**src/verilog/thb_params.svh**
```systemverilog
// Constants for the trap, hold and bus control block: vectors, status bit positions, timing.
// Assumes a 16-bit status word numbered with bit 0 as the most significant bit.
`ifndef THB_PARAMS_SVH
`define THB_PARAMS_SVH

`define THB_CLK_PERIOD_NS 4
`define THB_CODE_W 4
`define THB_WORD_W 16
// Status word bit positions in port order (port bit 15 is status bit 0).
`define THB_ST_MASK_LSB 0
`define THB_ST_MAP_BIT 7
// Trap sequence: three context saves, then the new workspace pointer and counter fetch.
`define THB_TRAP_CYCLES 5
`define THB_TRAP_WP_FETCH 3
`define THB_XSAVE_CYCLES 3
`define THB_TRAP_CNT_W 3
`define THB_VEC_RESET 16'h0000
`define THB_VEC_BOOT 16'hFFFC
`define THB_VEC_LEVEL2 16'h0008
`define THB_LEVEL_SHIFT 2
// Reset clears every status bit; bootstrap clears status bits 7-15.
`define THB_CLR_RESET 16'hFFFF
`define THB_CLR_BOOT 16'h01FF
`define THB_CLR_NONE 16'h0000
// Least time the host holds the reset pin low, and its cycle count rounded up.
`define THB_RESET_MIN_NS 8
`define THB_RESET_MIN_CYC ((`THB_RESET_MIN_NS + `THB_CLK_PERIOD_NS - 1) / `THB_CLK_PERIOD_NS)
`define THB_RESET_CNT_W 4

`endif

```
**src/verilog/thb_pkg.sv**
```systemverilog
// Types shared by both ends of the trap, hold and bus control link.
// Assumes thb_params.svh for all numeric constants.
package thb_pkg;
	typedef enum logic [2:0] {
		THB_S_RESET = 3'h0,
		THB_S_TRAP = 3'h1,
		THB_S_RUN = 3'h2,
		THB_S_WAIT = 3'h3,
		THB_S_XSAVE = 3'h4,
		THB_S_HOLD = 3'h5
	} thb_state_t;
	typedef enum logic [1:0] {
		THB_K_RESET = 2'h0,
		THB_K_BOOT = 2'h1,
		THB_K_INT = 2'h2,
		THB_K_LEVEL2 = 2'h3
	} thb_kind_t;
endpackage

```
**src/verilog/thb_link_if.sv**
```systemverilog
// Pin-level link between the processor control end and its outside party.
// Assumes both ends run on the same clock; bus lines released in hold read as high.
`timescale 1ns/1ns
interface thb_link_if;
	logic interrupt_request_n;
	logic [3:0] interrupt_level_code;
	logic trap_acknowledge;
	logic hold_request_n;
	logic bus_grant_ack;
	logic ready;
	logic wait_flag;
	logic instruction_fetch_strobe;
	logic cycle_end_n;
	logic locked_rmw_flag;
	logic coprocessor_present_n;
	logic bootstrap_n;
	logic device_reset_n;
	logic map_enable_n;
	logic memory_enable_n;
	logic bus_input_phase;
	logic write_enable_n;
	logic bit_io_strobe;
	modport dev (
		input interrupt_request_n, interrupt_level_code, hold_request_n, ready,
		input coprocessor_present_n, bootstrap_n, device_reset_n,
		output trap_acknowledge, bus_grant_ack, wait_flag, instruction_fetch_strobe,
		output cycle_end_n, locked_rmw_flag, map_enable_n, memory_enable_n,
		output bus_input_phase, write_enable_n, bit_io_strobe
	);
	modport host (
		output interrupt_request_n, interrupt_level_code, hold_request_n, ready,
		output coprocessor_present_n, bootstrap_n, device_reset_n,
		input trap_acknowledge, bus_grant_ack, wait_flag, instruction_fetch_strobe,
		input cycle_end_n, locked_rmw_flag, map_enable_n, memory_enable_n,
		input bus_input_phase, write_enable_n, bit_io_strobe
	);
endinterface

```
**src/verilog/thb_dev_end.sv**
```systemverilog
// Processor end: traps, interrupts, bus hold, wait states and cycle flags.
// Assumes a core on the user side that reports its cycles and takes trap orders.
`timescale 1ns/1ns
`include "thb_params.svh"

// What this block does
// RL1: Level code all-low highest, all-high lowest.
// RL2: Latch code; accept when code within mask.
// RL3: Failed compare ignored; code keeps being resampled.
// RL4: Acknowledge high during workspace pointer fetch.
// RL5: In hold, acknowledge shows pending trap.
// RL6: Hold after cycle end; bus lines high.
// RL7: Hold release resumes the suspended instruction.
// RL8: Hold from request or coprocessor on opcode.
// RL9: Ready low makes the device wait.
// RL10: Wait output high during wait state.
// RL11: Fetch strobe high on instruction fetches.
// RL12: Cycle end low before next cycle.
// RL13: Interlock from operand read to instruction end.
// RL14: Hold sampled while interlock high.
// RL15: Coprocessor: save context, then hold.
// RL16: Coprocessor release: regain bus, reload context.
// RL17: Coprocessor during fetch traps to level two.
// RL18: Bootstrap trap after instruction, vectors FFFC.
// RL19: Bootstrap ends idle, follows reset trap.
// RL20: Bootstrap in hold raises acknowledge.
// RL21: Reset pin low resets, suppresses strobes.
// RL22: Reset release runs level-zero trap.
// RL23: Map enable inverts status bit, high in traps.
module thb_dev_end
	import thb_pkg::*;
(
	input wire logic clk_in,
	input wire logic rst_n_in,
	thb_link_if.dev link,
	input wire logic [15:0] core_status_in,
	input wire logic core_fetch_in,
	input wire logic core_mem_cycle_in,
	input wire logic core_mem_read_in,
	input wire logic core_mem_write_in,
	input wire logic core_bit_io_in,
	input wire logic core_insn_end_in,
	input wire logic core_idle_in,
	input wire logic core_abs_read_in,
	input wire logic core_undef_op_in,
	output logic core_stall_out,
	output logic trap_take_out,
	output logic [15:0] trap_vector_out,
	output logic [15:0] trap_status_clear_out,
	output logic ctx_save_out,
	output logic ctx_reload_out
);
	logic [9:0] pins_s;
	logic int_n_s;
	logic [3:0] code_s;
	logic hold_n_s;
	logic ready_s;
	logic cop_n_s;
	logic boot_n_s;
	logic rst_pin_n_s;
	thb_state_t state_ff;
	thb_state_t nxt_state;
	thb_kind_t kind_ff;
	thb_kind_t nxt_kind;
	logic [`THB_TRAP_CNT_W-1:0] cnt_ff;
	logic [3:0] code_ff;
	logic brk_ff;
	logic xip_hold_ff;
	logic lock_ff;
	logic int_ok;
	logic cyc_done;
	logic start_trap;
	logic [15:0] vec;

	thb_sync #(.W(10)) u_sync (
		.clk_in(clk_in),
		.rst_n_in(rst_n_in),
		.d_in({link.interrupt_request_n, link.interrupt_level_code, link.hold_request_n,
			link.ready, link.coprocessor_present_n, link.bootstrap_n, link.device_reset_n}),
		.q_out(pins_s)
	);
	assign {int_n_s, code_s, hold_n_s, ready_s, cop_n_s, boot_n_s, rst_pin_n_s} = pins_s;

	// A lower code is a higher priority, so acceptance is a plain unsigned compare.
	always_ff @(posedge clk_in or negedge rst_n_in) begin
		if (!rst_n_in) begin
			code_ff <= 4'hF;
		end else if (!int_n_s) begin
			code_ff <= code_s; // RL2 RL3
		end
	end
	assign int_ok = !int_n_s && (code_ff <= core_status_in[`THB_ST_MASK_LSB +: 4]); // RL1 RL2

	assign cyc_done = (state_ff == THB_S_RUN) && !(core_mem_cycle_in && !ready_s); // RL9
	assign start_trap = cyc_done && (((core_insn_end_in || core_idle_in) && (!boot_n_s || int_ok))
		|| (core_insn_end_in && brk_ff));

	always_comb begin
		nxt_state = state_ff;
		nxt_kind = kind_ff;
		case (state_ff)
			THB_S_RESET: begin
				if (rst_pin_n_s) begin
					nxt_state = THB_S_TRAP; // RL22
					nxt_kind = THB_K_RESET;
				end
			end
			THB_S_TRAP: begin
				if (cnt_ff == `THB_TRAP_CNT_W'(`THB_TRAP_CYCLES - 1)) begin
					if (kind_ff == THB_K_RESET && !boot_n_s) begin
						nxt_kind = THB_K_BOOT; // RL19
					end else begin
						nxt_state = THB_S_RUN;
					end
				end
			end
			THB_S_RUN: begin
				if (core_mem_cycle_in && !ready_s) begin
					nxt_state = THB_S_WAIT; // RL9
				end else if (start_trap) begin
					nxt_state = THB_S_TRAP;
					if (!boot_n_s) begin
						nxt_kind = THB_K_BOOT; // RL18 RL19
					end else if (int_ok) begin
						nxt_kind = THB_K_INT;
					end else begin
						nxt_kind = THB_K_LEVEL2; // RL17
					end
				end else if (!cop_n_s && core_undef_op_in) begin
					nxt_state = THB_S_XSAVE; // RL8 RL15
				end else if (!hold_n_s) begin
					nxt_state = THB_S_HOLD; // RL6 RL8 RL14
				end
			end
			THB_S_WAIT: begin
				if (ready_s) begin
					nxt_state = THB_S_RUN;
				end
			end
			THB_S_XSAVE: begin
				if (cnt_ff == `THB_TRAP_CNT_W'(`THB_XSAVE_CYCLES - 1)) begin
					nxt_state = THB_S_HOLD; // RL15
				end
			end
			THB_S_HOLD: begin
				if (xip_hold_ff ? cop_n_s : hold_n_s) begin
					nxt_state = THB_S_RUN; // RL7 RL16
				end
			end
			default: begin
				nxt_state = THB_S_RESET;
			end
		endcase
		if (!rst_pin_n_s) begin
			nxt_state = THB_S_RESET; // RL21
		end
	end

	always_ff @(posedge clk_in or negedge rst_n_in) begin
		if (!rst_n_in) begin
			state_ff <= THB_S_RESET;
			kind_ff <= THB_K_RESET;
		end else begin
			state_ff <= nxt_state;
			kind_ff <= nxt_kind;
		end
	end

	// The counter restarts whenever a sequence starts, including a bootstrap chained after reset.
	always_ff @(posedge clk_in or negedge rst_n_in) begin
		if (!rst_n_in) begin
			cnt_ff <= '0;
		end else if (nxt_state != state_ff || nxt_kind != kind_ff) begin
			cnt_ff <= '0;
		end else if (state_ff == THB_S_TRAP || state_ff == THB_S_XSAVE) begin
			cnt_ff <= cnt_ff + `THB_TRAP_CNT_W'(1);
		end
	end

	// A breakpoint seen on the fetch strobe is held until the instruction ends or the device leaves the run state.
	// A fetch in the cycle that ends the previous instruction must not be lost, so set wins.
	always_ff @(posedge clk_in or negedge rst_n_in) begin
		if (!rst_n_in) begin
			brk_ff <= 1'b0;
		end else if (state_ff == THB_S_RUN && core_fetch_in && !cop_n_s) begin
			brk_ff <= 1'b1; // RL17
		end else if (state_ff != THB_S_RUN || (cyc_done && core_insn_end_in)) begin
			brk_ff <= 1'b0;
		end
	end

	always_ff @(posedge clk_in or negedge rst_n_in) begin
		if (!rst_n_in) begin
			xip_hold_ff <= 1'b0;
		end else if (state_ff == THB_S_XSAVE) begin
			xip_hold_ff <= 1'b1; // RL15
		end else if (state_ff != THB_S_HOLD) begin
			xip_hold_ff <= 1'b0;
		end
	end

	always_ff @(posedge clk_in or negedge rst_n_in) begin
		if (!rst_n_in) begin
			lock_ff <= 1'b0;
		end else if (state_ff == THB_S_RESET || (cyc_done && core_insn_end_in)) begin
			lock_ff <= 1'b0; // RL13
		end else if (cyc_done && core_abs_read_in) begin
			lock_ff <= 1'b1; // RL13
		end
	end

	always_comb begin
		case (kind_ff)
			THB_K_RESET: vec = `THB_VEC_RESET; // RL22
			THB_K_BOOT: vec = `THB_VEC_BOOT; // RL18
			THB_K_INT: vec = {10'h000, code_ff, 2'h0}; // RL2
			default: vec = `THB_VEC_LEVEL2; // RL17
		endcase
	end

	// Trap orders to the core; the sequence completes at the last trap cycle.
	always_ff @(posedge clk_in or negedge rst_n_in) begin
		if (!rst_n_in) begin
			trap_take_out <= 1'b0;
			trap_vector_out <= `THB_VEC_RESET;
			trap_status_clear_out <= `THB_CLR_NONE;
			ctx_save_out <= 1'b0;
			ctx_reload_out <= 1'b0;
		end else begin
			trap_take_out <= (state_ff == THB_S_TRAP) && (cnt_ff == `THB_TRAP_CNT_W'(0));
			trap_vector_out <= (state_ff == THB_S_XSAVE) ? `THB_VEC_LEVEL2 : vec; // RL15
			trap_status_clear_out <= (kind_ff == THB_K_RESET) ? `THB_CLR_RESET : // RL22
				(kind_ff == THB_K_BOOT) ? `THB_CLR_BOOT : `THB_CLR_NONE; // RL18
			ctx_save_out <= ((state_ff == THB_S_TRAP) || (state_ff == THB_S_XSAVE))
				&& (cnt_ff == `THB_TRAP_CNT_W'(0));
			ctx_reload_out <= (state_ff == THB_S_HOLD) && xip_hold_ff && cop_n_s; // RL16
		end
	end

	// Pin outputs: hold releases the bus lines high, reset suppresses both write strobes.
	always_ff @(posedge clk_in or negedge rst_n_in) begin
		if (!rst_n_in) begin
			link.trap_acknowledge <= 1'b0;
			link.bus_grant_ack <= 1'b0;
			link.map_enable_n <= 1'b1;
			link.memory_enable_n <= 1'b1;
			link.bus_input_phase <= 1'b0;
			link.write_enable_n <= 1'b1;
			link.bit_io_strobe <= 1'b0;
			link.locked_rmw_flag <= 1'b0;
			link.instruction_fetch_strobe <= 1'b0;
		end else begin
			if (nxt_state == THB_S_HOLD) begin
				link.trap_acknowledge <= int_ok || !boot_n_s; // RL5 RL20
			end else begin
				link.trap_acknowledge <= (nxt_state == THB_S_TRAP) &&
					(cnt_ff == `THB_TRAP_CNT_W'(`THB_TRAP_WP_FETCH - 1)); // RL4
			end
			link.bus_grant_ack <= (nxt_state == THB_S_HOLD); // RL6 RL8
			link.map_enable_n <= (nxt_state == THB_S_HOLD) || (nxt_state == THB_S_TRAP) ||
				!core_status_in[`THB_ST_MAP_BIT]; // RL23 RL18 RL22
			link.memory_enable_n <= (nxt_state == THB_S_HOLD) || !core_mem_cycle_in; // RL6
			link.bus_input_phase <= (nxt_state == THB_S_HOLD) ||
				(core_mem_read_in || core_bit_io_in) && (nxt_state != THB_S_RESET); // RL6
			link.write_enable_n <= (nxt_state == THB_S_HOLD) || (nxt_state == THB_S_RESET) ||
				!core_mem_write_in; // RL21
			link.bit_io_strobe <= core_bit_io_in && (nxt_state == THB_S_RUN); // RL21
			link.locked_rmw_flag <= lock_ff; // RL13 RL14
			link.instruction_fetch_strobe <= (nxt_state == THB_S_HOLD) ||
				(core_fetch_in && nxt_state == THB_S_RUN); // RL11 RL6
		end
	end

	assign link.wait_flag = (state_ff == THB_S_WAIT); // RL10
	assign link.cycle_end_n = !cyc_done && (state_ff != THB_S_HOLD) ? 1'b1 :
		(state_ff == THB_S_HOLD) ? 1'b1 : 1'b0; // RL12 RL6
	assign core_stall_out = !cyc_done; // RL9
endmodule // thb_dev_end

```
**src/verilog/thb_sync.sv**
```systemverilog
// Two-flop synchroniser for a group of pin inputs.
// Assumes inputs idle high; the first stage is read only by the second.
`timescale 1ns/1ns
module thb_sync #(
	parameter int W = 1
) (
	input wire logic clk_in,
	input wire logic rst_n_in,
	input wire logic [W-1:0] d_in,
	output logic [W-1:0] q_out
);
	logic [W-1:0] meta_ff;
	logic [W-1:0] sync_ff;

	always_ff @(posedge clk_in or negedge rst_n_in) begin
		if (!rst_n_in) begin
			meta_ff <= '1;
			sync_ff <= '1;
		end else begin
			meta_ff <= d_in;
			sync_ff <= meta_ff;
		end
	end

	assign q_out = sync_ff;
endmodule // thb_sync
```
**src/flat_wrapper.sv**
```systemverilog
// flat-port wrapper written by rule: the top's interface ports become plain ports
module thb_dev_end_flat import thb_pkg::*;
  (clk_in, rst_n_in, core_status_in, core_fetch_in, core_mem_cycle_in, core_mem_read_in, core_mem_write_in, core_bit_io_in, core_insn_end_in, core_idle_in, core_abs_read_in, core_undef_op_in, core_stall_out, trap_take_out, trap_vector_out, trap_status_clear_out, ctx_save_out, ctx_reload_out, link_interrupt_request_n, link_interrupt_level_code, link_hold_request_n, link_ready, link_coprocessor_present_n, link_bootstrap_n, link_device_reset_n, link_trap_acknowledge, link_bus_grant_ack, link_wait_flag, link_instruction_fetch_strobe, link_cycle_end_n, link_locked_rmw_flag, link_map_enable_n, link_memory_enable_n, link_bus_input_phase, link_write_enable_n, link_bit_io_strobe);
  thb_link_if link_i ();
  input wire logic clk_in;
  input wire logic rst_n_in;
  input wire logic [15:0] core_status_in;
  input wire logic core_fetch_in;
  input wire logic core_mem_cycle_in;
  input wire logic core_mem_read_in;
  input wire logic core_mem_write_in;
  input wire logic core_bit_io_in;
  input wire logic core_insn_end_in;
  input wire logic core_idle_in;
  input wire logic core_abs_read_in;
  input wire logic core_undef_op_in;
  output logic core_stall_out;
  output logic trap_take_out;
  output logic [15:0] trap_vector_out;
  output logic [15:0] trap_status_clear_out;
  output logic ctx_save_out;
  output logic ctx_reload_out;
  input wire logic [$bits(link_i.interrupt_request_n)-1:0] link_interrupt_request_n;
  input wire logic [$bits(link_i.interrupt_level_code)-1:0] link_interrupt_level_code;
  input wire logic [$bits(link_i.hold_request_n)-1:0] link_hold_request_n;
  input wire logic [$bits(link_i.ready)-1:0] link_ready;
  input wire logic [$bits(link_i.coprocessor_present_n)-1:0] link_coprocessor_present_n;
  input wire logic [$bits(link_i.bootstrap_n)-1:0] link_bootstrap_n;
  input wire logic [$bits(link_i.device_reset_n)-1:0] link_device_reset_n;
  output wire logic [$bits(link_i.trap_acknowledge)-1:0] link_trap_acknowledge;
  output wire logic [$bits(link_i.bus_grant_ack)-1:0] link_bus_grant_ack;
  output wire logic [$bits(link_i.wait_flag)-1:0] link_wait_flag;
  output wire logic [$bits(link_i.instruction_fetch_strobe)-1:0] link_instruction_fetch_strobe;
  output wire logic [$bits(link_i.cycle_end_n)-1:0] link_cycle_end_n;
  output wire logic [$bits(link_i.locked_rmw_flag)-1:0] link_locked_rmw_flag;
  output wire logic [$bits(link_i.map_enable_n)-1:0] link_map_enable_n;
  output wire logic [$bits(link_i.memory_enable_n)-1:0] link_memory_enable_n;
  output wire logic [$bits(link_i.bus_input_phase)-1:0] link_bus_input_phase;
  output wire logic [$bits(link_i.write_enable_n)-1:0] link_write_enable_n;
  output wire logic [$bits(link_i.bit_io_strobe)-1:0] link_bit_io_strobe;
  assign link_i.interrupt_request_n = link_interrupt_request_n;
  assign link_i.interrupt_level_code = link_interrupt_level_code;
  assign link_i.hold_request_n = link_hold_request_n;
  assign link_i.ready = link_ready;
  assign link_i.coprocessor_present_n = link_coprocessor_present_n;
  assign link_i.bootstrap_n = link_bootstrap_n;
  assign link_i.device_reset_n = link_device_reset_n;
  assign link_trap_acknowledge = link_i.trap_acknowledge;
  assign link_bus_grant_ack = link_i.bus_grant_ack;
  assign link_wait_flag = link_i.wait_flag;
  assign link_instruction_fetch_strobe = link_i.instruction_fetch_strobe;
  assign link_cycle_end_n = link_i.cycle_end_n;
  assign link_locked_rmw_flag = link_i.locked_rmw_flag;
  assign link_map_enable_n = link_i.map_enable_n;
  assign link_memory_enable_n = link_i.memory_enable_n;
  assign link_bus_input_phase = link_i.bus_input_phase;
  assign link_write_enable_n = link_i.write_enable_n;
  assign link_bit_io_strobe = link_i.bit_io_strobe;
  thb_dev_end u_core (.clk_in(clk_in), .rst_n_in(rst_n_in), .link(link_i), .core_status_in(core_status_in), .core_fetch_in(core_fetch_in), .core_mem_cycle_in(core_mem_cycle_in), .core_mem_read_in(core_mem_read_in), .core_mem_write_in(core_mem_write_in), .core_bit_io_in(core_bit_io_in), .core_insn_end_in(core_insn_end_in), .core_idle_in(core_idle_in), .core_abs_read_in(core_abs_read_in), .core_undef_op_in(core_undef_op_in), .core_stall_out(core_stall_out), .trap_take_out(trap_take_out), .trap_vector_out(trap_vector_out), .trap_status_clear_out(trap_status_clear_out), .ctx_save_out(ctx_save_out), .ctx_reload_out(ctx_reload_out));
endmodule
```
**config.mk**
```make
export PLATFORM = sky130hd
export DESIGN_NAME = thb_dev_end_flat
export DESIGN_NICKNAME = d
export VERILOG_FILES = /design/src/verilog/thb_pkg.sv /design/src/verilog/thb_link_if.sv /design/src/verilog/thb_dev_end.sv /design/src/verilog/thb_sync.sv /design/src/flat_wrapper.sv
export VERILOG_INCLUDE_DIRS = /design/src /design/src/verilog
export SDC_FILE = /design/constraint.sdc
export NUM_CORES = 1
export LEC_CHECK = 0
export BUFFER_PORTS_ARGS = -buffer_cell sky130_fd_sc_hd__buf_2
export CORE_UTILIZATION = 50
export DETAILED_ROUTE_END_ITERATION = 6
export GPL_TIMING_DRIVEN = 0
export PLACE_DENSITY = 0.9
export SLEW_MARGIN = 40
export SYNTH_ARGS = -nofsm -noshare
export SYNTH_HDL_FRONTEND = slang
export SYNTH_SLANG_ARGS = --single-unit
```
**constraint.sdc**
```tcl
create_clock -name clk_in -period 2.9 [get_ports clk_in]
set_clock_uncertainty 0.2 [all_clocks]
set_input_delay 0.29 -clock clk_in [delete_from_list [all_inputs] [get_ports clk_in]]
set_output_delay 0.29 -clock clk_in [all_outputs]
set_load 0.01 [all_outputs]
```
* Word level (Yosys, flattened, before mapping) *
Index checks and enable logic that the tools add are counted.

storage, ports and cells
  bits in latches = 0
  memories = 0
  register bits = 79
  ROM bits = 0
  output and inout port bits = 47
  bits of input ports = 37
  bits in writable memories = 0
  word-level logic and storage cells = 130

cells by class
  eq/ne operators = 16
  divide/modulo/power cells = 0
  bitwise gates (word level) = 0
  shift-type cells = 0
  add/subtract/negate cells = 1
  reductions and logical operators = 54
  $lt $le $gt $ge = 1
  multiplexer cells = 35
  $mul = 0

operators by type and width
  operator                                                count
  one-hot mux 16 bit (3 select lines)                     1
  two-way mux 3 bit                                       12
  two-way mux 16 bit                                      2
  logical AND 1 bit                                       21
  one-hot mux 3 bit (6 select lines)                      1
  logical OR 1 bit                                        15
  == test 3 x 2 -> 1 bit (second input constant)          4
  == test 3 bit (second input constant)                   4
  two-way mux 2 bit                                       6
  two-way mux 1 bit                                       11
  logical NOT 1 bit                                       9
  logical NOT 3 bit                                       3
  two-way mux 9 bit                                       1
  nonzero test 2 bit                                      4
  == test 3 x 1 -> 1 bit (second input constant)          2
  one-hot mux 2 bit (3 select lines)                      1
  less-or-equal comparator 4 bit                          1
  adder 3 x 1 -> 3 bit (second input constant)            1
  inequality test 3 x 2 -> 1 bit (second input constant)  1
  inequality test 3 bit                                   1
  inequality test 3 bit (second input constant)           1
  nonzero test 3 bit                                      1
  == test 2 x 1 -> 1 bit (second input constant)          1
  == test 2 bit (second input constant)                   1
  2 further kinds                                         2

* Logic depth before layout (Yosys ltp) *
Gate-level depths: netlist of run 1.

  word-level depth = 13
  mapped depth = 8
  mapped depth without buffers = 8

* Modules after synthesis *
From an unflattened synthesis of run 1, not the netlist that was laid out.

unflattened totals
  cells, all modules = 243
  area total of the unflattened synthesis = 2615.0 um2

by module, submodules not included
  module       times used  cells each  area each (um2)  sequential area each (um2)
  thb_dev_end  1           223         2089.5           859.6
  thb_sync     1           20          525.5            525.5

* Worst setup path before layout of run 1 *
OpenSTA, ideal clock, no wires.

  path kind = register -> register
  start point = register u_core.code_ff[3]
  end point = register u_core.link.trap_acknowledge
  data arrival time = 1.931 ns
  data required time = 2.578 ns
  path buffers = 0
  setup time = 0.122 ns
  path slack = 0.647 ns
  clock period less this slack = 2.253 ns
  stages on the path, launching flop included = 7
  cells stage by stage = dfstp_2 ha_1 a211oi_1 a31oi_1 a31oi_1 nor2_1 a2111oi_1

on the way
  word-level cells in the longest chain between the ends = 13
  elaborated cells on any way between the ends = 14
  classes of those cells = 1 x order compare; 2 x eq/ne; 5 x mux; 6 x reduce/logical

ends and longest elaborated chain
  what                                line                                   RTL
  from (decl)                         thb_dev_end.sv:66                      logic [3:0] code_ff;
  from (signal assigned)              thb_dev_end.sv:89                      code_ff <= code_s;
  less-or-equal comparator 4 bit *    thb_dev_end.sv:92                      assign int_ok = !int_n_s && (code_ff <= core_status_in[`THB_ST_MASK_LSB +: 4]);
  logical AND 1 bit *                 thb_dev_end.sv:92
  logical OR 1 bit *                  thb_dev_end.sv:95, thb_dev_end.sv:254
  logical AND 1 bit                   thb_dev_end.sv:95                      assign start_trap = cyc_done && (((core_insn_end_in || core_idle_in) && (!boot_n_s || int_ok))
  logical OR 1 bit                    thb_dev_end.sv:96                      || (core_insn_end_in && brk_ff));
  logical AND 1 bit                   thb_dev_end.sv:95
  two-way mux 3 bit                   thb_dev_end.sv:120                     end else if (start_trap) begin
  two-way mux 3 bit                   thb_dev_end.sv:118                     if (core_mem_cycle_in && !ready_s) begin
  one-hot mux 3 bit (6 select lines)  thb_dev_end.sv:101                     case (state_ff)
  two-way mux 3 bit                   thb_dev_end.sv:154                     if (!rst_pin_n_s) begin
  == test 3 x 1 -> 1 bit              thb_dev_end.sv:256                     link.trap_acknowledge <= (nxt_state == THB_S_TRAP) &&
  logical AND 1 bit                   thb_dev_end.sv:256
  two-way mux 1 bit *                 thb_dev_end.sv:253                     if (nxt_state == THB_S_HOLD) begin
  to (signal assigned)                thb_dev_end.sv:254                     link.trap_acknowledge <= int_ok || !boot_n_s;
  to (signal assigned)                thb_dev_end.sv:256
  to (decl)                           thb_link_if.sv:26                      output trap_acknowledge, bus_grant_ack, wait_flag, instruction_fetch_strobe,

Mark *: on every way between the ends. The rest lies on a longest branch, timed or not.
A chain may end at the register's enable or synchronous reset.

* Worst setup path in the final report of run 1 *
Same ends and word-level chain as after synthesis.

==> results.py, run 1 <==
metrics = {
    "timing": {
        "final_min_period_over_clock_period": 0.914,
        "setup_viol_count_final": 0,
        "timing.setup.tns_ps": 0,
        "slew_headroom": 0.570,
        "rsz_0062_raised_after_global_routing": "no",
        "layout_min_cycle_time_ps": 2650,
        "fmaxAchievable_ghz": 0.377,
        "worst_slew_pin_slew_ps": 645,
        "hold_viol_final": 0,
        "timing.final.max_slew_violations": 0,
    },
    "run_status": {
        "status": "complete, no violations",
    },
    "hold_path": {
        "hold_end": "u_core.link.bit_io_strobe",
        "min-delay-start": "core_bit_io_in",
        "min_path_type": "in -> reg",
        "whs_path_depth": 3,
    },
    "floorplanning": {
        "chipWidth_um": 74.2,
        "initial_utilization": 0.534,
        "top_level_ports": 84,
        "core.rowCount": 25,
        "core-area_um2": 4880,
        "die_height_um": 74.2,
        "die_area_um2": 5510,
    },
    "routing": {
        "drt_antenna_net_count": 0,
        "route.detailed.drc": 0,
        "drt-pass1-iter-count": 4,
        "number_of_vias_in_the_routed_layout": 2023,
        "vias_per_cell": 4.97,
        "detail_route.wl_per_cell_um": 13.7,
        "total_wire_length_after_detailed_routing_um": 5580,
        "detailedRoute.firstIterationViolations": 116,
    },
    "critical_path": {
        "critPathArrivalTime_ps": 2630,
        "cp-start-kind": "flip-flop",
        "cp_max_stage_delay_ps": 570,
        "critPathMostFrequentCell": "a21oi_1",
        "regToRegSetupSlack_ps": 250,
        "cp_data_required_time_ps": 2880,
        "crit_slowest_cell": "dfstp_2",
        "critPathKind": "reg -> reg",
        "r2r_start": "u_core.code_ff[3]",
        "critPathCaptureType": "flip-flop",
        "critical_path.max_fanout": 4,
        "reg2reg_depth": 6,
        "worstReg2RegEnd": "u_core.link.trap_acknowledge",
        "path_cells": "ha_1, a211oi_1, a21oi_1, a21oi_1, o311ai_0, a2111oi_1",
    },
    "synthesis": {
        "synth.yosys.warnings": 0,
        "avgSynthCellArea_um2": 10.6,
        "post_synth_inst_count": 247,
        "yosysTopAreaCell": "dfstp_2",
        "synth.top_cells.by_count": "dfrtp_1 (27), dfstp_2 (27), buf_4 (25)",
        "netlist_area_um2": 2610,
        "synth_async_sr_flop_share": 1.00,
        "netlist_top_cells_area": "dfstp_2 (27%), dfrtp_1 (26%), buf_4 (7.2%)",
        "synth.top_cell.area_share": 0.272,
        "synth_cell_type_count": 58,
        "synthFlopType": "dfstp_2",
        "ys_ff_latch": 54,
        "count_of_flip_flops_with_a_built_in_enable_after_synthesis": 0,
        "synth.yosys.seq_area_share": 0.531,
    },
    "cells_and_area": {
        "antennaDiodeCount": 0,
        "fin_nets": 383,
        "num-fill-cells": 420,
        "finalNonFillerCells": 407,
        "layout-drive-gt1-share": 0.432,
        "area.growth.synth_to_final_pct": 26.2,
    },
    "clocking": {
        "clock_tree.buffer_depth": 2,
        "cts_buffer_count": 5,
        "clk_transition_reported_paths_ps": 100,
        "post-cts-setup-buffers": 0,
        "clock_sink_total": 54,
        "cts_root_buf": "clkbuf_8",
        "htree_levels": 2,
        "cts_tree": "built",
        "worst_skew_pair.late_latency_ps": 310,
    },
    "global_route": {
        "largest_net_degree_at_the_start_of_global_routing": 55,
        "first_pass_grt_wire_length_um": 8840,
        "overflow": 0,
        "first_global_vias": 1927,
        "combined_global_route_utilization_of_all_metal_layers": 0.217,
        "grt_antenna_before_repair": 0,
    },
    "placement": {
        "dp.cells": 385,
        "gp_congestion": 0.937,
        "hpwl_dp_um": 4060,
        "count_of_buffers_inserted_at_the_top_level_ports": 70,
    },
    "power_and_ir_drop": {
        "sw_ratio": 0.275,
        "sequentialPowerShare": 0.553,
        "combinationalPowerShare": 0.154,
        "netSwitchingPower_w": 0.000418,
        "power.leakage_nw": 1.57,
        "cell_internal_pwr_w": 0.00110,
        "power.share.clock": 0.292,
        "powerDensity_nw_per_um2": 461,
        "irDropWorstVdd_mv": 0.371,
    },
    "job": {
        "max-cap-violations": 0,
    },
}
==> power by group through the flow <==
stage               sequential (W)  clock, W  combinational (W)
floorplan                 0.000853         0           0.000132
global placement          0.000850         0           0.000214
detailed placement        0.000854         0           0.000219
CTS                       0.000840  0.000457           0.000235
global route              0.000845  0.000485           0.000264
finish                    0.000840  0.000444           0.000234
==> layer usage <==
layer | share of wire | global-route usage
met1 | 0.45 | 0.292
met2 | 0.47 | 0.343
met3 | 0.067 | 0.0434
met4 | 0.014 | 0.0964
met5 | 0 | 0
==> logic make-up (layout without fill, tap and decap cells) <==
kind of cell,Yosys count,count (layout),synth area share
xor gates and xnor gates,3,3,0.0101
other,1,2,0.00144
muxes,6,6,0.0254
buffers and inverters,46,138,0.107
adders and majority gates,7,7,0.0336
DFF,54,54,0.531
AOI/OAI and AO/OA,49,49,0.133
and+or+nand+nor,81,81,0.159
==> final cells by class <==
class,instances,area [µm²],share of cell area
Sequential cell,54,1390,0.421
Multi-Input combinational cell,148,955,0.290
Timing Repair Buffer,84,493,0.150
Buffer,33,229,0.0696
Tap cell,67,83.8,0.0255
Clock buffer,5,68.8,0.0209
Inverter,13,48.8,0.0148
Clock inverter,3,28.8,0.00874
==> worst max-delay path by stage <==
| stage | startpoint | to | slack [ps] | cells after the start |
|---|---|---|---|---|
| global route | u_core.code_ff[3] | u_core.link.trap_acknowledge | 100 | 6 |
| finish | u_core.code_ff[3] | u_core.link.trap_acknowledge | 250 | 6 |
| floorplan | u_core.code_ff[3] | u_core.link.trap_acknowledge | 650 | 6 |
| CTS | u_core.code_ff[3] | u_core.link.trap_acknowledge | 210 | 6 |
| detailed placement | u_core.code_ff[3] | u_core.link.trap_acknowledge | 230 | 6 |
| global placement | u_core.code_ff[3] | u_core.link.trap_acknowledge | 320 | 6 |
==> worst max-delay path: cells and delay by family (launching register included) <==
family          cells  cell delay, ps
compound gates      5            1510
flops               1             570
fa+ha+maj           1             260
==> sequential cells by signal, summed over array words and instances (netlist names), 2 cells and up <==
register                      flops
u_core.kind_ff                    2
u_core.u_sync.q_out              10
u_core.u_sync.meta_ff            10
u_core.trap_status_clear_out      2
u_core.state_ff                   3
u_core.trap_vector_out            5
u_core.code_ff                    4
u_core.cnt_ff                     3
==> metrics by stage <==
stage	setup WS (ps)	util	hold WS [ps]	total power (W)	instance area, µm²
5_1_grt	99.4	0.675	20.0	0.00159	3290
4_1_cts	206	0.673	1.07	0.00153	3290
6_report	250	0.675	11.1	0.00152	3290
3_5_place_dp	229	0.625	147	0.00107	3050
3_3_place_gp	322	0.624	146	0.00106	3050
2_1_floorplan	647	-	-206	0.000985	2610
==> repair_timing <==
| item | in CTS | in global routing |
|---|---|---|
| resized for setup | 0 | 1 |
| hold endpoints to repair | 40 | 0 |
| setup endpoints to repair | 0 | 1 |
| hold buffers | 14 | 0 |
==> placed cells by master (no fill, tap or decap), types with 4 or more instances in the layout <==
cell	count
nor4_1	4
dfrtp_1	27
mux2_2	5
inv_1	13
clkbuf_8	5
o21ai_0	5
a211oi_1	4
a21oi_1	15
nor3_1	7
ha_1	7
nand3_1	4
nor2b_1	4
nand2_1	22
dlygate4sd3_1	14
nor2_1	18
buf_2	72
buf_4	26
dfstp_2	27
nand2b_1	8
(Power assumes the default switching activity.)
==> run 2, diff against run 1 <==
Settings changed: ABC_AREA from default to 1.
==> run 2 against run 1 <==
Sequential power hardly changed. Synthesized area down 4.9%. Die area shrank 4.8%. Critical path depth increased by 12. Routed wire length decreased by 14%. Power decreased by 0.21%. Combinational power down 4%. Non-clock buffer count down 5. First-iteration DRC count shrank 62%. Maximum frequency rose by 6.1%. Global-route usage decreased by 1.3 points. Utilization decreased by 0.91 points. Critical endpoint is now u_core.cnt_ff[1]. Largest power group unchanged. Highest routed layer unchanged.
==> results.py, run 2 <==
metrics = {
    "routing": {
        "vias_per_cell": 4.59,
        "drt_antenna_net_count": 0,
        "total_wire_length_after_detailed_routing_um": 4810,
        "route.detailed.drc": 0,
        "drt-pass1-iter-count": 4,
        "number_of_vias_in_the_routed_layout": 1932,
        "detail_route.wl_per_cell_um": 11.4,
        "detailedRoute.firstIterationViolations": 44,
    },
    "cells_and_area": {
        "layout.cells.most_common": "buf_2",
        "layout-drive-gt1-share": 0.407,
        "antennaDiodeCount": 0,
        "top_library_cells_by_usage_in_the_layout_fill_and_taps_aside": "buf_2 (70), nand2_1 (55), inv_1 (35)",
        "area.growth.synth_to_final_pct": 27.6,
        "fin_nets": 397,
        "finish.utilization": 0.666,
    },
    "synthesis": {
        "netlist_area_um2": 2480,
        "avgSynthCellArea_um2": 9.50,
        "synth_async_sr_flop_share": 1.00,
        "synthFlopType": "dfstp_2",
        "synth_adder_area_share": 0.0353,
        "synth_compound_gate_area_share": 0.0742,
        "synth_cell_type_count": 33,
        "yosysTopAreaCell": "dfstp_2",
        "count_of_flip_flops_with_a_built_in_enable_after_synthesis": 0,
        "synth_most_common_cell": "nand2_1",
        "synth.yosys.seq_area_share": 0.559,
        "netlist_top_cells_area": "dfstp_2 (29%), dfrtp_1 (27%), nand2_1 (8.3%)",
        "post_synth_inst_count": 261,
        "synth.top_cell.area_share": 0.286,
        "yosys-mux-area-fraction": 0,
        "synth.yosys.warnings": 0,
        "synth.top_cells.by_count": "nand2_1 (55), inv_1 (35), dfrtp_1 (27), dfstp_2 (27), buf_4 (25)",
        "ys_ff_latch": 54,
        "synth_top_family_by_area": "simple AND/OR/NAND/NOR gates",
        "synth_xor_area_frac": 0.0106,
        "synth_simple_gate_area_share": 0.178,
    },
    "power_and_ir_drop": {
        "irDropWorstVdd_mv": 0.408,
        "fin_total_pwr_w": 0.00151,
        "power.leakage_nw": 1.71,
        "powerDensity_nw_per_um2": 479,
    },
    "clocking": {
        "worst_skew_pair.late_latency_ps": 310,
        "clock_sink_total": 54,
        "htree_levels": 2,
        "clk_transition_reported_paths_ps": 90,
        "clock_tree.buffer_depth": 2,
        "cts_root_buf": "clkbuf_8",
        "cts_buffer_count": 5,
        "postCtsResizedCells": 0,
        "cts_tree": "built",
    },
    "timing": {
        "timing.setup.tns_ps": 0,
        "final_min_period_over_clock_period": 0.861,
        "hold_viol_final": 0,
        "timing.final.max_slew_violations": 0,
        "worst_slew_pin_slew_ps": 634,
        "fmaxAchievable_ghz": 0.400,
        "layout_min_cycle_time_ps": 2500,
        "setup_viol_count_final": 0,
        "worst_hold_slack_ps": 14.9,
        "slew_headroom": 0.577,
        "rsz_0062_raised_after_global_routing": "no",
    },
    "critical_path": {
        "cp_max_stage_delay_ps": 570,
        "critPathKind": "reg -> reg",
        "worstReg2RegEnd": "u_core.cnt_ff[1]",
        "cp-start-kind": "flip-flop",
        "critPathArrivalTime_ps": 2540,
        "cp-endpoint": "u_core.cnt_ff[1]",
        "crit_slowest_cell": "dfstp_2",
        "worstPathBufferInverterCount": 0,
        "regToRegSetupSlack_ps": 400,
        "r2r_start": "u_core.code_ff[1]",
        "reg2reg_depth": 18,
        "critPathMostFrequentCell": "nand2_1",
        "critPathCaptureType": "flip-flop",
        "start_point_of_the_critical_path": "u_core.code_ff[1]",
        "path_cells": "ha_1, nand2_1, nand2_1, nand2_1, nand2_1, nand2_1, nand2_1, nand3_1, nand2_1, nand2_1, nand2_1, nand2_1, nand2_1, nand2_1, nand2_1, nor2_1, nand3_2, nor2_1",
        "critical_path.max_fanout": 6,
        "path_delay_family": "simple AND/OR/NAND/NOR gates",
        "cp.depth": 18,
        "cp_data_required_time_ps": 2940,
    },
    "global_route": {
        "largest_net_degree_at_the_start_of_global_routing": 55,
        "grt_antenna_before_repair": 0,
        "combined_global_route_utilization_of_all_metal_layers": 0.204,
        "overflow": 0,
        "first_global_vias": 1821,
        "first_pass_grt_wire_length_um": 8060,
    },
    "floorplanning": {
        "top_level_ports": 84,
        "die_area_um2": 5250,
        "initial_utilization": 0.522,
        "core.rowCount": 25,
        "core-area_um2": 4750,
        "chipWidth_um": 72.4,
        "die_height_um": 72.4,
    },
    "placement": {
        "hpwl_dp_um": 3560,
        "count_of_buffers_inserted_at_the_top_level_ports": 70,
        "gp_congestion": 0.891,
    },
    "job": {
        "max-cap-violations": 0,
    },
    "run_status": {
        "status": "complete, no violations",
    },
    "hold_path": {
        "min_path_type": "in -> reg",
    },
}
-- run 2: cell count changes after synthesis, moves of 4 or more --
cell and change:
a211oi_1 -4, a21oi_1 -5, inv_1 +22, mux2_2 -5, nand2_1 +33, nand2b_1 -8, nand3_1 +12, nor2_1 -5
nor2b_1 -4, nor4_1 -4, o21ai_0 +6
-- run 2: area by class of cell --
class | instances | area (µm²)
inverters | 38 | 143
plain buffers | 28 | 209
flip-flops and latches | 54 | 1390
clock inverters | 2 | 10.0
repair buffers | 84 | 493
clock buffers | 6 | 93.8
well taps | 67 | 83.8
fillers | 409 | 1590
multi-input cells | 142 | 747
-- run 2: kinds of logic (layout without fill, tap and decap cells) --
family | after synthesis | in the layout
simple gates | 99 | 99
buf+inv | 66 | 158
flops | 54 | 54
compound gates | 31 | 31
fa+ha+maj | 7 | 7
xor+xnor | 3 | 3
other cells | 1 | 2
-- run 2: worst min-delay path by stage --
stage / slack (ps) / from / cells past startpoint / end
CTS: 9 / core_mem_read_in / 3 / u_core.link.bus_input_phase
floorplan: -210 / rst_n_in / 0 / u_core.brk_ff
detailed placement: 150 / rst_n_in / 1 / u_core.link.bus_grant_ack
global route: 40 / core_mem_read_in / 3 / u_core.link.bus_input_phase
finish: 10 / core_mem_read_in / 3 / u_core.link.bus_input_phase
global placement: 150 / u_core.u_sync.meta_ff[4] / 0 / u_core.u_sync.q_out[4]
-- run 2: worst min-delay path, delay by kind of cell --
kind                   cells  cell delay (ps)
AOI/OAI and AO/OA          1               60
buffers and inverters      1               80
and+or+nand+nor            1               60
-- run 2: per-layer routing --
metal | up-vias | global-route usage | wire [µm]
met5 | - | 0 | 0
met4 | 0 | 0.0893 | 80
met3 | 8 | 0.0556 | 327
met2 | 80 | 0.348 | 2290
met1 | 863 | 0.243 | 2110
li1 | 981 | - | -
-- run 2: repair_timing --
| item | in CTS | in global routing |
|---|---|---|
| hold endpoints to repair | 40 | 0 |
| hold buffers | 14 | 0 |
| buffers inserted | 0 | 0 |
-- run 2: stage by stage --
stage	setup WS (ps)	cell area, µm²	cells
after floorplan	770	2480	262
after global placement	519	2920	399
after detailed placement	431	2920	399
after CTS	396	3160	421
after global routing	95.0	3160	421
final	403	3160	421
-- run 2: report_power, final --
group,internal [W],switching (W),total (W)
clock,0.000220,0.000235,0.000454
sequential,0.000812,0.0000244,0.000837
combinational,0.0000982,0.000125,0.000224
total,0.00113,0.000384,0.00151
==> run 3, diff against run 2 <==
Settings changed: CORE_MARGIN from default to 5.
==> run 3 against run 2 <==
Largest cell class unchanged. Global-route usage fell by 4.7 points. Critical path type unchanged. Sequential cell count did not move. Final cell count did not move.
==> results.py, run 3 (synthesis results as in run 2) <==
metrics = {
    "run_status": {
        "status": "complete, no violations",
    },
    "critical_path": {
        "path_cells": "ha_1, nand2_1, nand2_1, nand2_1, nand2_1, nand2_1, nand2_1, nand3_1, nand2_1, nand2_1, nand2_1, nand2_1, nand2_1, nand2_1, nand2_1, nor2_1, nand3_2, nor2_1",
        "critPathCaptureType": "flip-flop",
        "critPathKind": "reg -> reg",
        "critPathMostFrequentCell": "nand2_1",
        "regToRegSetupSlack_ps": 440,
        "critical_path.max_fanout": 6,
        "path_delay_family": "simple AND/OR/NAND/NOR gates",
        "cp-start-kind": "flip-flop",
        "crit_slowest_cell": "dfstp_2",
        "critPathArrivalTime_ps": 2490,
        "worstPathBufferInverterCount": 0,
        "cp_max_stage_delay_ps": 570,
        "cp_data_required_time_ps": 2930,
    },
    "timing": {
        "hold_viol_final": 0,
        "final_min_period_over_clock_period": 0.847,
        "timing.final.max_slew_violations": 0,
        "fmaxAchievable_ghz": 0.407,
        "worst_slew_pin_slew_ps": 613,
        "slew_headroom": 0.591,
        "setup_viol_count_final": 0,
        "layout_min_cycle_time_ps": 2460,
        "rsz_0062_raised_after_global_routing": "no",
        "timing.setup.tns_ps": 0,
    },
    "clocking": {
        "cts_root_buf": "clkbuf_8",
        "clock_tree.buffer_depth": 2,
        "htree_levels": 2,
        "cts_buffer_count": 5,
        "cts_tree": "built",
        "worst_skew_pair.late_latency_ps": 300,
        "post-cts-setup-buffers": 0,
        "postCtsResizedCells": 0,
        "cts_hold_buffers": 14,
        "clock_sink_total": 54,
        "clk_transition_reported_paths_ps": 100,
    },
    "placement": {
        "place_area_um2": 2920,
        "hpwl_dp_um": 3630,
        "gp_congestion": 0.931,
        "count_of_buffers_inserted_at_the_top_level_ports": 70,
    },
    "routing": {
        "total_wire_length_after_detailed_routing_um": 4740,
        "drt-pass1-iter-count": 4,
        "vias_per_cell": 4.71,
        "number_of_vias_in_the_routed_layout": 1981,
        "route.detailed.drc": 0,
        "drt_antenna_net_count": 0,
        "detailedRoute.firstIterationViolations": 159,
        "detail_route.wl_per_cell_um": 11.3,
    },
    "cells_and_area": {
        "layout.cells.most_common": "buf_2",
        "register_area_um2": 1390,
        "layout-drive-gt1-share": 0.407,
        "area.growth.synth_to_final_pct": 27.1,
        "top_library_cells_by_usage_in_the_layout_fill_and_taps_aside": "buf_2 (70), nand2_1 (55), inv_1 (35)",
        "fin_nets": 397,
        "antennaDiodeCount": 0,
        "post-route-cell-area_um2": 3150,
        "num-fill-cells": 396,
        "multi_input_area_um2": 747,
    },
    "global_route": {
        "grt.busiest_layer": "met2",
        "global_routing_usage_on_met1": 0.193,
        "first_pass_grt_wire_length_um": 8000,
        "first_global_vias": 1901,
        "grt_antenna_before_repair": 0,
        "global_routing_met3_resource_utilization": 0.0516,
        "groute.layer.met2.usage": 0.264,
        "largest_net_degree_at_the_start_of_global_routing": 55,
        "combined_global_route_utilization_of_all_metal_layers": 0.158,
        "overflow": 0,
    },
    "power_and_ir_drop": {
        "powerDensity_nw_per_um2": 468,
        "irDropWorstVdd_mv": 0.372,
        "power.leakage_nw": 1.71,
    },
    "floorplanning": {
        "die_height_um": 80.4,
        "initial_utilization": 0.522,
        "core-area_um2": 4750,
        "die_area_um2": 6470,
        "core.rowCount": 25,
        "chipWidth_um": 80.4,
        "top_level_ports": 84,
    },
    "job": {
        "max-cap-violations": 0,
    },
    "hold_path": {
        "min_path_type": "in -> reg",
    },
}
[run 3: metrics by stage]
step	hold WS, ps	util	power, W	instances	setup WS [ps]
after detailed placement	147	0.614	0.00106	399	489
final	13.9	0.663	0.00147	421	443
after global placement	145	0.614	0.00105	399	537
after global routing	17.7	0.663	0.00156	421	199
after CTS	4.42	0.663	0.00148	421	450
after floorplan	-206	-	0.000974	262	770
[run 3: final timing paths]
kind | startpoint | endpoint | cells past startpoint
max in group asynchronous | rst_n_in | u_core.kind_ff[1] | 2
worst min-delay path | core_mem_read_in | u_core.link.bus_input_phase | 3
worst max register to register | u_core.code_ff[1] | u_core.cnt_ff[2] | 18
min in group asynchronous | rst_n_in | u_core.state_ff[2] | 2
worst min register to register | u_core.u_sync.meta_ff[0] | u_core.u_sync.q_out[0] | 0
worst max-delay path | u_core.code_ff[1] | u_core.cnt_ff[2] | 18
[run 3: layer usage]
metal  vias up  part of all wire
li1        979                 -
met1       891              0.41
met2       103              0.45
met3         8              0.12
met4         0             0.014
met5         -                 0
[run 3: area by class of cell]
cell class | count | share of cell area
tap | 67 | 0.0266
multi-input combinational | 142 | 0.237
clock inverter | 3 | 0.00754
sequential | 54 | 0.439
timing repair buffer | 84 | 0.156
buffer | 28 | 0.0663
clock buffer | 5 | 0.0218
inverter | 38 | 0.0452
[run 3: worst min-delay path, stage by stage]
cell,delay (ps)
buf_2,80
o21ai_0,60
nand2_1,60
[run 3: power breakdown]
part | switching, W | leakage [nW] | internal (W)
clock network | 0.000242 | 0.0491 | 0.000175
logic | 0.000123 | 1.01 | 0.0000977
registers | 0.0000240 | 0.643 | 0.000812
